File: src/hw/dacrb_pkg.sv
// constants, field layouts and carrier types of the serial dac register bank
package dacrb_pkg;

  // address byte values of a 24-bit frame
  localparam logic [7:0] DACRB_ADDR_NOOP = 8'h00; // no_operation_frame
  localparam logic [7:0] DACRB_ADDR_CODE = 8'h01; // output_code register
  localparam logic [7:0] DACRB_ADDR_READSEL = 8'h02; // readback select
  localparam logic [7:0] DACRB_ADDR_CONFIG = 8'h55; // output_configuration register
  localparam logic [7:0] DACRB_ADDR_RESET = 8'h56; // soft_reset register

  // readback select codes, payload bits 1:0
  localparam logic [1:0] DACRB_RSEL_STATUS = 2'h0;
  localparam logic [1:0] DACRB_RSEL_CODE = 2'h1;
  localparam logic [1:0] DACRB_RSEL_CONFIG = 2'h2;

  // frame framing
  localparam int DACRB_FRAME_BITS = 24;
  localparam logic [4:0] DACRB_BIT_LAST = 5'h17; // 24th rising edge index
  localparam logic [4:0] DACRB_BIT_FIRST = 5'h00;

  // field positions
  localparam int DACRB_RESET_BIT = 0; // only meaningful bit of soft_reset
  localparam int DACRB_ST_LOOP_FAULT_BIT = 2; // loop_current_fault
  localparam int DACRB_ST_SLEW_BIT = 1; // slewing
  localparam int DACRB_ST_TEMP_BIT = 0; // thermal alarm

  // resolution of the variant, 16 or 12
  localparam int DACRB_BITS_16 = 16;
  localparam int DACRB_BITS_12 = 12;
  localparam logic [15:0] DACRB_CODE12_MASK = 16'hFFF0; // low nibble dropped

  // values after reset
  localparam logic [15:0] DACRB_CODE_RESET = 16'h0000;
  localparam logic [15:0] DACRB_CONFIG_RESET = 16'h0000;
  localparam logic [15:0] DACRB_STATUS_RESET = 16'h0000;
  localparam logic [23:0] DACRB_SHIFT_RESET = 24'h000000;

  // range_select codes
  localparam logic [2:0] DACRB_RANGE_V0_5 = 3'h0;
  localparam logic [2:0] DACRB_RANGE_V0_10 = 3'h1;
  localparam logic [2:0] DACRB_RANGE_VPM5 = 3'h2;
  localparam logic [2:0] DACRB_RANGE_VPM10 = 3'h3;
  localparam logic [2:0] DACRB_RANGE_NONE = 3'h4;
  localparam logic [2:0] DACRB_RANGE_I4_20 = 3'h5;
  localparam logic [2:0] DACRB_RANGE_I0_20 = 3'h6;
  localparam logic [2:0] DACRB_RANGE_I0_24 = 3'h7;

  // output_configuration layout, msb first
  typedef struct packed {
    logic clear_value_select; // bit 15
    logic overrange_enable; // bit 14
    logic external_resistor_select; // bit 13
    logic output_enable_bit; // bit 12
    logic [3:0] slew_clock_field; // bits 11:8
    logic [2:0] slew_step_field; // bits 7:5
    logic slew_limit_enable; // bit 4
    logic chain_mode_enable; // bit 3
    logic [2:0] range_select; // bits 2:0
  } dacrb_cfg_t;

  // one input frame
  typedef struct packed {
    logic [7:0] addr;
    logic [15:0] payload;
  } dacrb_frame_t;

  // readback output state
  typedef enum logic {DACRB_RB_IDLE, DACRB_RB_SHIFT} dacrb_rb_state_t;

endpackage : dacrb_pkg

File: src/hw/dacrb_sync.sv
// two-flop synchroniser with edge detection for pin inputs
`timescale 1ns/10ps
module dacrb_sync #(
  parameter int W = 1
) (
  input wire logic mclk_i,
  input wire logic nrst_i,
  input wire logic [W-1:0] async_i,
  output logic [W-1:0] level_o,
  output logic [W-1:0] rise_o,
  output logic [W-1:0] fall_o
);

  logic [W-1:0] meta_reg; // first stage, read only by the second
  logic [W-1:0] sync_reg; // second stage, safe level
  logic [W-1:0] prev_reg; // delayed level for edges

  // capture chain
  always_ff @(posedge mclk_i)
  begin
    if (!nrst_i)
    begin
      meta_reg <= '0;
      sync_reg <= '0;
      prev_reg <= '0;
    end
    else
    begin
      meta_reg <= async_i;
      sync_reg <= meta_reg;
      prev_reg <= sync_reg;
    end
  end

  assign level_o = sync_reg;
  assign rise_o = sync_reg & ~prev_reg;
  assign fall_o = ~sync_reg & prev_reg;

endmodule : dacrb_sync

File: src/hw/dacrb_bank.sv
// register bank of a serial-input dac with voltage and current outputs
//
// Contract
// - address 0x01 writes the output code
// - 12-bit variant keeps D15..D4, drops D3..D0
// - 16-bit variant keeps D15..D0
// - address 0x55 writes all configuration bits
// - configuration top bits: clear, overrange, resistor, enable
// - low bits: slew clock, step, enables, range
// - overrange widens voltage range by ten percent
// - outputs off unless enabled; range picks output
// - range codes map voltage and current ranges
// - address 0x56 writes reset, only D0 counts
// - reset bit one restores power-on state
// - status register is read-only
// - loop current fault bit follows pin fault
// - slewing bit set while limited ramp runs
// - thermal alarm bit follows temperature detector
// - power-on loads zero, both outputs off
// - address 0x02 selects readback, next frame shifts
// - clear select is pin OR configuration bit
// - chain mode passes bits past 24th out
`timescale 1ns/10ps
module dacrb_bank #(
  parameter int DAC_BITS = dacrb_pkg::DACRB_BITS_16 // 16 or 12
) (
  input wire logic mclk_i,
  input wire logic nrst_i,
  input wire logic sclk_i,
  input wire logic sdin_i,
  input wire logic frame_latch_i,
  input wire logic clear_select_i,
  input wire logic loop_fault_i,
  input wire logic over_temp_i,
  input wire logic slew_ramping_i,
  output logic sdo_o,
  output logic sdo_oe_o,
  output logic [15:0] output_code_o,
  output logic [2:0] range_select_o,
  output logic vout_enable_o,
  output logic iout_enable_o,
  output logic overrange_o,
  output logic external_resistor_o,
  output logic slew_limit_enable_o,
  output logic [3:0] slew_clock_o,
  output logic [2:0] slew_step_o,
  output logic clear_value_select_o,
  output logic clear_midscale_o,
  output logic [15:0] fault_status_o
);

  // pin samples, all through two flops
  logic [6:0] pin_async; // raw pins
  logic [6:0] pin_level; // synchronised levels
  logic [6:0] pin_rise; // rising edges
  logic [6:0] pin_fall; // falling edges
  logic sclk_rise; // serial clock rising
  logic sclk_fall; // serial clock falling
  logic latch_rise; // frame strobe rising
  logic sdin_s; // serial data level
  logic clear_pin_s; // clear select pin level
  logic loop_fault_s; // current output fault level
  logic over_temp_s; // temperature detector level
  logic slew_ramp_s; // slew engine busy level

  // register state
  logic [15:0] code_reg; // output code register
  dacrb_pkg::dacrb_cfg_t cfg_reg; // configuration register
  logic [15:0] status_reg; // status register
  logic soft_rst_reg; // one-cycle full reset request
  logic rst_all; // power-on or soft reset

  // serial framing state
  logic [23:0] shift_reg; // input shift register
  logic [4:0] bit_cnt_reg; // rising edges modulo 24
  logic full_reg; // at least 24 edges seen
  logic over_reg; // more than 24 edges seen
  logic frame_ok; // frame may be latched
  dacrb_pkg::dacrb_frame_t frame; // frame view of shift register

  // readback state
  dacrb_pkg::dacrb_rb_state_t rb_state_reg; // readback phase
  logic [23:0] rb_shift_reg; // readback word under way out
  logic [15:0] rb_value; // selected register value

  // output next values
  logic vout_next; // voltage output would be live
  logic iout_next; // current output would be live
  logic clear_sel_next; // effective clear select
  logic [15:0] status_next; // status from live detectors

  // true for voltage ranges 000..011
  function automatic logic dacrb_is_voltage(input logic [2:0] range);
    dacrb_is_voltage = (range == dacrb_pkg::DACRB_RANGE_V0_5) ||
                       (range == dacrb_pkg::DACRB_RANGE_V0_10) ||
                       (range == dacrb_pkg::DACRB_RANGE_VPM5) ||
                       (range == dacrb_pkg::DACRB_RANGE_VPM10);
  endfunction : dacrb_is_voltage

  // true for current ranges 101..111
  function automatic logic dacrb_is_current(input logic [2:0] range);
    dacrb_is_current = (range == dacrb_pkg::DACRB_RANGE_I4_20) ||
                       (range == dacrb_pkg::DACRB_RANGE_I0_20) ||
                       (range == dacrb_pkg::DACRB_RANGE_I0_24);
  endfunction : dacrb_is_current

  // true for unipolar voltage ranges
  function automatic logic dacrb_is_unipolar(input logic [2:0] range);
    dacrb_is_unipolar = (range == dacrb_pkg::DACRB_RANGE_V0_5) ||
                        (range == dacrb_pkg::DACRB_RANGE_V0_10);
  endfunction : dacrb_is_unipolar

  // pin synchroniser, one instance for all pins
  assign pin_async = {slew_ramping_i, over_temp_i, loop_fault_i, clear_select_i,
                      frame_latch_i, sdin_i, sclk_i};

  dacrb_sync #(
    .W(7)
  ) u_sync (
    .mclk_i(mclk_i),
    .nrst_i(nrst_i),
    .async_i(pin_async),
    .level_o(pin_level),
    .rise_o(pin_rise),
    .fall_o(pin_fall)
  );

  assign sclk_rise = pin_rise[0];
  assign sclk_fall = pin_fall[0];
  assign sdin_s = pin_level[1];
  assign latch_rise = pin_rise[2];
  assign clear_pin_s = pin_level[3];
  assign loop_fault_s = pin_level[4];
  assign over_temp_s = pin_level[5];
  assign slew_ramp_s = pin_level[6];

  // power-on and soft reset act alike on all bank state except the pin synchroniser, which only nrst clears
  assign rst_all = !nrst_i || soft_rst_reg;

  // frame view and acceptance: exactly 24 edges, or multiples in chain mode
  assign frame = dacrb_pkg::dacrb_frame_t'(shift_reg);
  assign frame_ok = full_reg && (bit_cnt_reg == dacrb_pkg::DACRB_BIT_FIRST) &&
                    (!over_reg || cfg_reg.chain_mode_enable);

  // input shift register, msb first on each sclk rise
  always_ff @(posedge mclk_i)
  begin
    if (rst_all)
    begin
      shift_reg <= dacrb_pkg::DACRB_SHIFT_RESET;
    end
    else if (sclk_rise)
    begin
      shift_reg <= {shift_reg[22:0], sdin_s};
    end
  end

  // edge counter, restarted by each frame strobe
  always_ff @(posedge mclk_i)
  begin
    if (rst_all || latch_rise)
    begin
      bit_cnt_reg <= dacrb_pkg::DACRB_BIT_FIRST;
      full_reg <= 1'b0;
      over_reg <= 1'b0;
    end
    else if (sclk_rise)
    begin
      // a short frame, or a long one other than a chain-mode multiple of 24, is kept from writing anything
      if (full_reg)
      begin
        over_reg <= 1'b1;
      end
      if (bit_cnt_reg == dacrb_pkg::DACRB_BIT_LAST)
      begin
        bit_cnt_reg <= dacrb_pkg::DACRB_BIT_FIRST;
        full_reg <= 1'b1;
      end
      else
      begin
        bit_cnt_reg <= bit_cnt_reg + 5'h01;
      end
    end
  end

  // output code register
  always_ff @(posedge mclk_i)
  begin
    if (rst_all)
    begin
      code_reg <= dacrb_pkg::DACRB_CODE_RESET;
    end
    else if (latch_rise && frame_ok && frame.addr == dacrb_pkg::DACRB_ADDR_CODE)
    begin
      if (DAC_BITS == dacrb_pkg::DACRB_BITS_12)
      begin
        code_reg <= frame.payload & dacrb_pkg::DACRB_CODE12_MASK;
      end
      else
      begin
        code_reg <= frame.payload;
      end
    end
  end

  // configuration register; whole word taken, layout by struct
  always_ff @(posedge mclk_i)
  begin
    if (rst_all)
    begin
      cfg_reg <= dacrb_pkg::dacrb_cfg_t'(dacrb_pkg::DACRB_CONFIG_RESET);
    end
    else if (latch_rise && frame_ok && frame.addr == dacrb_pkg::DACRB_ADDR_CONFIG)
    begin
      // resistor select ordering is the host's duty, not checked here
      cfg_reg <= dacrb_pkg::dacrb_cfg_t'(frame.payload);
    end
  end

  // soft reset request, held one cycle; it clears itself, or nrst clears it
  always_ff @(posedge mclk_i)
  begin
    if (!nrst_i || soft_rst_reg)
    begin
      soft_rst_reg <= 1'b0;
    end
    else if (latch_rise && frame_ok && frame.addr == dacrb_pkg::DACRB_ADDR_RESET)
    begin
      soft_rst_reg <= frame.payload[dacrb_pkg::DACRB_RESET_BIT];
    end
  end

  // status from detectors; no host path writes it
  always_comb
  begin
    status_next = dacrb_pkg::DACRB_STATUS_RESET;
    status_next[dacrb_pkg::DACRB_ST_LOOP_FAULT_BIT] = loop_fault_s;
    status_next[dacrb_pkg::DACRB_ST_SLEW_BIT] = slew_ramp_s && cfg_reg.slew_limit_enable;
    status_next[dacrb_pkg::DACRB_ST_TEMP_BIT] = over_temp_s;
  end

  // status register, live levels
  always_ff @(posedge mclk_i)
  begin
    if (rst_all)
    begin
      status_reg <= dacrb_pkg::DACRB_STATUS_RESET;
    end
    else
    begin
      status_reg <= status_next;
    end
  end

  // readback source select
  always_comb
  begin
    case (frame.payload[1:0])
      dacrb_pkg::DACRB_RSEL_STATUS: rb_value = status_reg;
      dacrb_pkg::DACRB_RSEL_CODE: rb_value = code_reg;
      dacrb_pkg::DACRB_RSEL_CONFIG: rb_value = cfg_reg;
      default: rb_value = 16'h0000; // unassigned select reads zero
    endcase
  end

  // readback phase: armed by a read frame, ended by the next strobe of any other frame
  always_ff @(posedge mclk_i)
  begin
    if (rst_all)
    begin
      rb_state_reg <= dacrb_pkg::DACRB_RB_IDLE;
      rb_shift_reg <= dacrb_pkg::DACRB_SHIFT_RESET;
    end
    else
    begin
      case (rb_state_reg)
        dacrb_pkg::DACRB_RB_IDLE:
        begin
          if (latch_rise && frame_ok && frame.addr == dacrb_pkg::DACRB_ADDR_READSEL)
          begin
            rb_state_reg <= dacrb_pkg::DACRB_RB_SHIFT;
            rb_shift_reg <= {8'h00, rb_value};
          end
        end
        dacrb_pkg::DACRB_RB_SHIFT:
        begin
          if (latch_rise)
          begin
            // a back-to-back read frame re-arms with fresh data
            if (frame_ok && frame.addr == dacrb_pkg::DACRB_ADDR_READSEL)
            begin
              rb_shift_reg <= {8'h00, rb_value};
            end
            else
            begin
              rb_state_reg <= dacrb_pkg::DACRB_RB_IDLE;
            end
          end
          else if (sclk_fall)
          begin
            rb_shift_reg <= {rb_shift_reg[22:0], 1'b0};
          end
        end
        default:
        begin
          rb_state_reg <= dacrb_pkg::DACRB_RB_IDLE;
        end
      endcase
    end
  end

  // serial output pin; chain data or readback, moved on sclk fall
  always_ff @(posedge mclk_i)
  begin
    if (rst_all)
    begin
      sdo_o <= 1'b0;
      sdo_oe_o <= 1'b0;
    end
    else if (rb_state_reg == dacrb_pkg::DACRB_RB_SHIFT)
    begin
      sdo_oe_o <= 1'b1;
      // msb must stand before the first rise, so it follows the shift word
      sdo_o <= rb_shift_reg[23];
    end
    else if (cfg_reg.chain_mode_enable)
    begin
      sdo_oe_o <= 1'b1;
      if (sclk_fall)
      begin
        sdo_o <= shift_reg[23];
      end
    end
    else
    begin
      sdo_oe_o <= 1'b0;
      sdo_o <= 1'b0;
    end
  end

  // output selection from enable and range
  assign vout_next = cfg_reg.output_enable_bit && dacrb_is_voltage(cfg_reg.range_select);
  assign iout_next = cfg_reg.output_enable_bit && dacrb_is_current(cfg_reg.range_select);
  assign clear_sel_next = cfg_reg.clear_value_select || clear_pin_s;

  // registered analog controls
  always_ff @(posedge mclk_i)
  begin
    if (rst_all)
    begin
      vout_enable_o <= 1'b0;
      iout_enable_o <= 1'b0;
      output_code_o <= dacrb_pkg::DACRB_CODE_RESET;
      range_select_o <= dacrb_pkg::DACRB_RANGE_V0_5;
      overrange_o <= 1'b0;
      external_resistor_o <= 1'b0;
      slew_limit_enable_o <= 1'b0;
      slew_clock_o <= 4'h0;
      slew_step_o <= 3'h0;
      clear_value_select_o <= 1'b0;
      clear_midscale_o <= 1'b0;
      fault_status_o <= dacrb_pkg::DACRB_STATUS_RESET;
    end
    else
    begin
      vout_enable_o <= vout_next;
      iout_enable_o <= iout_next;
      output_code_o <= code_reg;
      range_select_o <= cfg_reg.range_select;
      // overrange only has meaning on the voltage output
      overrange_o <= cfg_reg.overrange_enable && vout_next;
      external_resistor_o <= cfg_reg.external_resistor_select;
      slew_limit_enable_o <= cfg_reg.slew_limit_enable;
      slew_clock_o <= cfg_reg.slew_clock_field;
      slew_step_o <= cfg_reg.slew_step_field;
      clear_value_select_o <= clear_sel_next;
      // bipolar ranges clear to zero scale, which is 0 V
      clear_midscale_o <= clear_sel_next && dacrb_is_unipolar(cfg_reg.range_select);
      fault_status_o <= status_reg;
    end
  end

endmodule : dacrb_bank

File: config.mk
export PLATFORM = sky130hd
export DESIGN_NAME = dacrb_bank
export DESIGN_NICKNAME = d
export VERILOG_FILES = /design/src/hw/dacrb_pkg.sv /design/src/hw/dacrb_sync.sv /design/src/hw/dacrb_bank.sv
export SDC_FILE = /design/constraint.sdc
export NUM_CORES = 1
export LEC_CHECK = 0
export BUFFER_PORTS_ARGS = -buffer_cell sky130_fd_sc_hd__buf_4
export CORE_ASPECT_RATIO = 1.5
export CORE_MARGIN = 3
export CORE_UTILIZATION = 48
export DETAILED_ROUTE_END_ITERATION = 6
export PLACE_DENSITY = 0.77
export SYNTH_ARGS = -nofsm -noshare
export SYNTH_HDL_FRONTEND = slang
export SYNTH_SLANG_ARGS = --single-unit
File: constraint.sdc
create_clock -name mclk_i -period 2.2 [get_ports mclk_i]
set_input_delay 0.44 -clock mclk_i [delete_from_list [all_inputs] [get_ports mclk_i]]
set_output_delay 0.44 -clock mclk_i [all_outputs]
set_load 0.05 [all_outputs]
== Word-level counts from Yosys, hierarchy flattened ==
Index checks and enable logic that the tools add are counted.
Cells by class
  bitwise operators: 5
  eq/ne operators: 17
  add/subtract/negate cells: 1
  mux-type cells: 16
  reduce and logical (&&, ||, !) cells: 30
Operators with widths (count)
  24-bit two-way mux: 4
  16-bit case mux with 3 select lines: 1
  24-bit case mux with 2 select lines: 1
  8-bit by 7-bit equality test with 1-bit output (second input constant): 2
  1-bit logical AND: 13
  3-bit equality test (second input constant): 3
  1-bit logical OR: 9
  8-bit by 1-bit equality test with 1-bit output (second input constant): 1
  8-bit by 2-bit equality test with 1-bit output (second input constant): 1
  1-bit two-way mux: 8
  3-bit by 2-bit equality test with 1-bit output (second input constant): 2
  3-bit by 2-bit != test with 1-bit output (second input constant): 2
  5-bit by 1-bit adder with 5-bit output (second input constant): 1
  5-bit equality test (second input constant): 1
  5-bit logical NOT: 1
  5-bit two-way mux: 1
  2-bit AND reduction: 2
  3-bit bitwise AND: 1
  3-bit by 1-bit equality test with 1-bit output (second input constant): 1
  3-bit logical NOT: 1
  3-bit != test (second input constant): 1
  3-bit NOT: 1
  3-bit AND reduction: 1
  2-bit by 1-bit equality test with 1-bit output (second input constant): 1
  7 further kinds: 9
Word-level totals
  logic and storage cells: 105
  output and inout bits: 51
  input port bits: 9
  register bits: 173

== Depth between registers and ports, before layout ==
  depth after elaboration: 7
  mapped depth: 8
  mapped depth without buffers: 6

== Hierarchy ==
From an unflattened synthesis, not the netlist that was laid out.
Unflattened totals
  cells, all modules: 595
  area total of the unflattened synthesis: 5873.1 um^2
By module, submodules not included
  dacrb_bank: seq. area each 2602.5 um^2, area an instance 5218.8 um^2, cells each 537, times used 1
  dacrb_sync: seq. area each 420.4 um^2, area an instance 654.4 um^2, cells each 58, times used 1

== Worst setup path before layout ==
No wires, ideal clock.
  path kind: reg2reg
  start point: register bit_cnt_reg[0]
  end point: register rb_shift_reg[10]
  cell stages (with the launch flop): 8
  data arrival time: 1593 ps
  buffers on the path: 1
  slack: 536 ps
  path through: dfxtp_1 -> inv_1 -> ha_1 -> nor3b_2 -> and3b_1 -> a21boi_4 -> buf_12 -> mux2i_1
Between the ends
  word-level cells in the longest chain between the ends: 7
  elaborated cells between the ends (all ways): 9
Ends and longest elaborated chain
  from (decl): line dacrb_bank.sv:75  | logic [4:0] bit_cnt_reg;
  from (signal assigned): line dacrb_bank.sv:163  | bit_cnt_reg <= dacrb_pkg::DACRB_BIT_FIRST;
  from (signal assigned): line dacrb_bank.sv:176  | bit_cnt_reg <= dacrb_pkg::DACRB_BIT_FIRST;
  from (signal assigned): line dacrb_bank.sv:181  | bit_cnt_reg <= bit_cnt_reg + 5'h01;
  5-bit logical NOT *: line dacrb_bank.sv:142  | assign frame_ok = full_reg && (bit_cnt_reg == dacrb_pkg::DACRB_BIT_FIRST) &&
  1-bit logical AND * (2 in a row): line dacrb_bank.sv:142
  1-bit logical AND (2 in a row): line dacrb_bank.sv:279  | if (latch_rise && frame_ok && frame.addr == dacrb_pkg::DACRB_ADDR_READSEL)
  2-bit != test (no source line)
  3-bit AND reduction (no source line) *
  to (signal assigned): line dacrb_bank.sv:272  | rb_shift_reg <= dacrb_pkg::DACRB_SHIFT_RESET;
  to (signal assigned): line dacrb_bank.sv:282  | rb_shift_reg <= {8'h00, rb_value};
  to (signal assigned): line dacrb_bank.sv:292  | rb_shift_reg <= {8'h00, rb_value};
  to (decl): line dacrb_bank.sv:83  | logic [23:0] rb_shift_reg;
Mark *: on every way between the ends. The rest lies on a longest branch, timed or not.
A chain may end at the register's enable or synchronous reset.

== Worst setup path in the final report ==
  start point: register shift_reg[0] (netlist: frame[0])
  end point: register rb_shift_reg[9]
Between the ends
  word-level cells in the longest chain between the ends: 5
  elaborated cells between the ends (all ways): 8
Ends and longest elaborated chain
  from (decl): line dacrb_bank.sv:74  | logic [23:0] shift_reg;
  from (signal assigned): line dacrb_bank.sv:150  | shift_reg <= dacrb_pkg::DACRB_SHIFT_RESET;
  from (signal assigned): line dacrb_bank.sv:154  | shift_reg <= {shift_reg[22:0], sdin_s};
  2-bit equality test (tied with other cells): line dacrb_bank.sv:258  | case (frame.payload[1:0])
  16-bit case mux with 3 select lines *: line dacrb_bank.sv:258
  24-bit two-way mux: line dacrb_bank.sv:290  | if (frame_ok && frame.addr == dacrb_pkg::DACRB_ADDR_READSEL)
  24-bit two-way mux: line dacrb_bank.sv:287  | if (latch_rise)
  24-bit case mux with 2 select lines *: line dacrb_bank.sv:276  | case (rb_state_reg)
  to (signal assigned): line dacrb_bank.sv:282
  to (signal assigned): line dacrb_bank.sv:292
  to (signal assigned): line dacrb_bank.sv:301  | rb_shift_reg <= {rb_shift_reg[22:0], 1'b0};
Mark *: on every way between the ends. The rest lies on a longest branch, timed or not. The select of a mux whose other input is x is not followed.

==> run metrics <==
status=completed; crit path launch type=flop; largest net degree at the start of global routing=60; hold path startpoint=sdin_i; relative slew slack=25.0%; Finished Core Util=57.7%; reg2reg end=rb_shift_reg[9]; Yosys reg bits=146; Worst EP arrival=2.17 ns; Setup Buffers After CTS=0; Post-Synthesis Cells=595; # rows=47; final WL=11500 um; Tcrit/Tclk final=82.8%; DRC viols=0; top_reg_cell synth=dfxtp_1; hpwl dp=7800 um; WHS Path Cells=2; Avg Synthesized Cell Area=9.32 sq um; core area=0.0112 sq mm; Synth Warn #=0; WHS Endpoint=u_sync.meta_reg[1]; H-tree Lvls=4; Die X=93.8 um; sequential share of the synthesized area=52.7%; Final Hold Violating Endpoints=0; Cell variety after synth=47; RSZ-0062 raised after global routing=no; Setup-failing EPs final=0; post-cts repair resize count=0; overall die height=138 um; initial antenna violation count=0; Worst Hold Margin=0.225 ns; Critical Path RT=2.55 ns; Starting Density=49.6%; maximum vdd drop=0.465 mV; initial DRC count=282; type of element capturing the critical path=flop; total CTS buffers=17; TritonRoute pass-1 iters=5; worst-skew pair later-pin latency=0.42 ns; post-synth top area cell=dfxtp_1; DR WL/cell=14.7 um; n_diodes=0; top post-synthesis cells by area=dfxtp_1, and2_1, nand2_1; max_cap viols=0; vias in the first global route=4006; layout cells sized above 1=15.7%; Reg clk slew, reported paths=0.06 ns; fin. max-slew vios=0; post-synth top area share=52.7%; Power Dens Cells=855 mW/mm^2; Final Wtd Congestion=0.813; CTS tree=done; die area=0.0129 sq mm; fin crit period=1.82 ns; setup_tns=0 ns; Routed Antenna Nets=0; Crit Path Max Fanout=16; EDFF count, synth=0; depth of the most critical reg-to-reg path=4; overall global routing resource usage=18.3%; setup slack, reg-to-reg=0.38 ns; vias per cell=5.42; PortBufs=46; P_leak=2.52 nW; clk sinks=146; Post-CTS Hold Fix Bufs=0; Root Buffer=clkbuf_16; R2R Path Start=frame[0]; worst slew pin tran=1.12 ns; Worst Clk Skew=0.00806 ns; f_max=549 MHz; Nets=634; Placed Area=0.00589 sq mm; Overflow after GRT=0; Post-synth ARST share=0%; first-pass GRT wire length=18700 um; hold crit path type=input port to flop; Vias=4240; cell area after synthesis=0.00554 sq mm; WS Path Type=flop to flop; CTS max path bufs=2; Area Growth Syn to Fin=16.3%; Layout Cell Area excl Fill=0.00645 sq mm; I/O pins=60
layer usage:
| metal | global-route usage (%) | vias up | share of wire (%) |
|---|---|---|---|
| met5 | 0 | - | 0 |
| met4 | 7.07 | 0 | 1.9 |
| met3 | 5.68 | 20 | 4.5 |
| met2 | 31.8 | 117 | 52 |
| met1 | 20.8 | 2009 | 41 |
| li1 | - | 2094 | - |
worst max-delay path: stages, from the launching register on:
cell and delay (ns):
dfxtp_1 0.32, nor2b_1 0.88, a221o_1 0.29, o211ai_1 0.09, mux2i_1 0.16
Yosys cell counts (2+ instances only):
cell type	number
dfxtp_1	146
mux2i_1	19
nor2b_1	5
and2_1	51
a21oi_1	61
a221o_1	13
buf_2	11
clkbuf_1	28
buf_6	3
nand2b_1	4
buf_4	16
ha_1	2
o211ai_1	13
inv_1	2
o22ai_1	8
o221ai_1	2
nand2_1	83
nor2_1	12
and3b_1	14
nand3_1	35
xor2_1	2
nand4_1	3
nor3_1	5
o21ai_0	33
a22o_1	2
per-stage QoR:
step / total power [W] / cells / setup WS [ns]
2_1_floorplan: 0.00287 / 607 / 0.536
4_1_cts: 0.00555 / 783 / 0.368
3_5_place_dp: 0.00288 / 751 / 0.388
5_1_grt: 0.00569 / 783 / 0.237
3_3_place_gp: 0.00288 / 751 / 0.474
6_report: 0.00552 / 783 / 0.379
area by class of cell:
type | count | area [sq um]
well taps | 147 | 184
inverters | 2 | 7.51
repair buffers | 58 | 448
multi-input cells | 398 | 2330
flip-flops and latches | 146 | 2920
clock buffers | 20 | 467
clock inverters | 12 | 95.1
fillers | 949 | 4720
kinds of logic (layout without fill, tap and decap cells):
group / after synthesis / after routing / synth area share (%)
AOI/OAI and AO/OA: 135 / 135 / 14.8
xor gates and xnor gates: 3 / 3 / 0.474
adders and majority gates: 2 / 2 / 0.451
buffers and inverters: 63 / 92 / 6.32
DFF: 146 / 146 / 52.7
muxes: 20 / 20 / 3.63
other: 1 / 13 / 0.0676
and+or+nand+nor: 225 / 225 / 21.5
cell usage in the layout (no fill, tap or decap), types with 4 or more instances in the layout:
cell          n
dfxtp_1     146
nand2_1      83
a21oi_1      61
buf_4        57
and2_1       51
nand3_1      35
o21ai_0      33
mux2i_1      19
clkbuf_16    17
and3b_1      14
a221o_1      13
o211ai_1     13
conb_1       13
nor2_1       12
o22ai_1       8
inv_6         6
nor3_1        5
clkinvlp_4    5
nor2b_1       4
where the power goes:
part / switching (W) / internal (W)
sequential: 0.00000689 / 0.00266
combinational: 0.000121 / 0.0000360
clock: 0.00114 / 0.00155
how the worst max path moves through the flow:
stage / cells after the start / slack (ns) / start / end
2_1_floorplan: 7 / 0.54 / bit_cnt_reg[0] / rb_shift_reg[10]
3_3_place_gp: 4 / 0.47 / frame[0] / rb_shift_reg[15]
3_5_place_dp: 4 / 0.39 / cfg_reg[3] / code_reg[0]
4_1_cts: 4 / 0.37 / bit_cnt_reg[4] / code_reg[0]
5_1_grt: 4 / 0.24 / frame[0] / rb_shift_reg[13]
6_report: 4 / 0.38 / frame[0] / rb_shift_reg[9]
(Power assumes the default switching activity.)
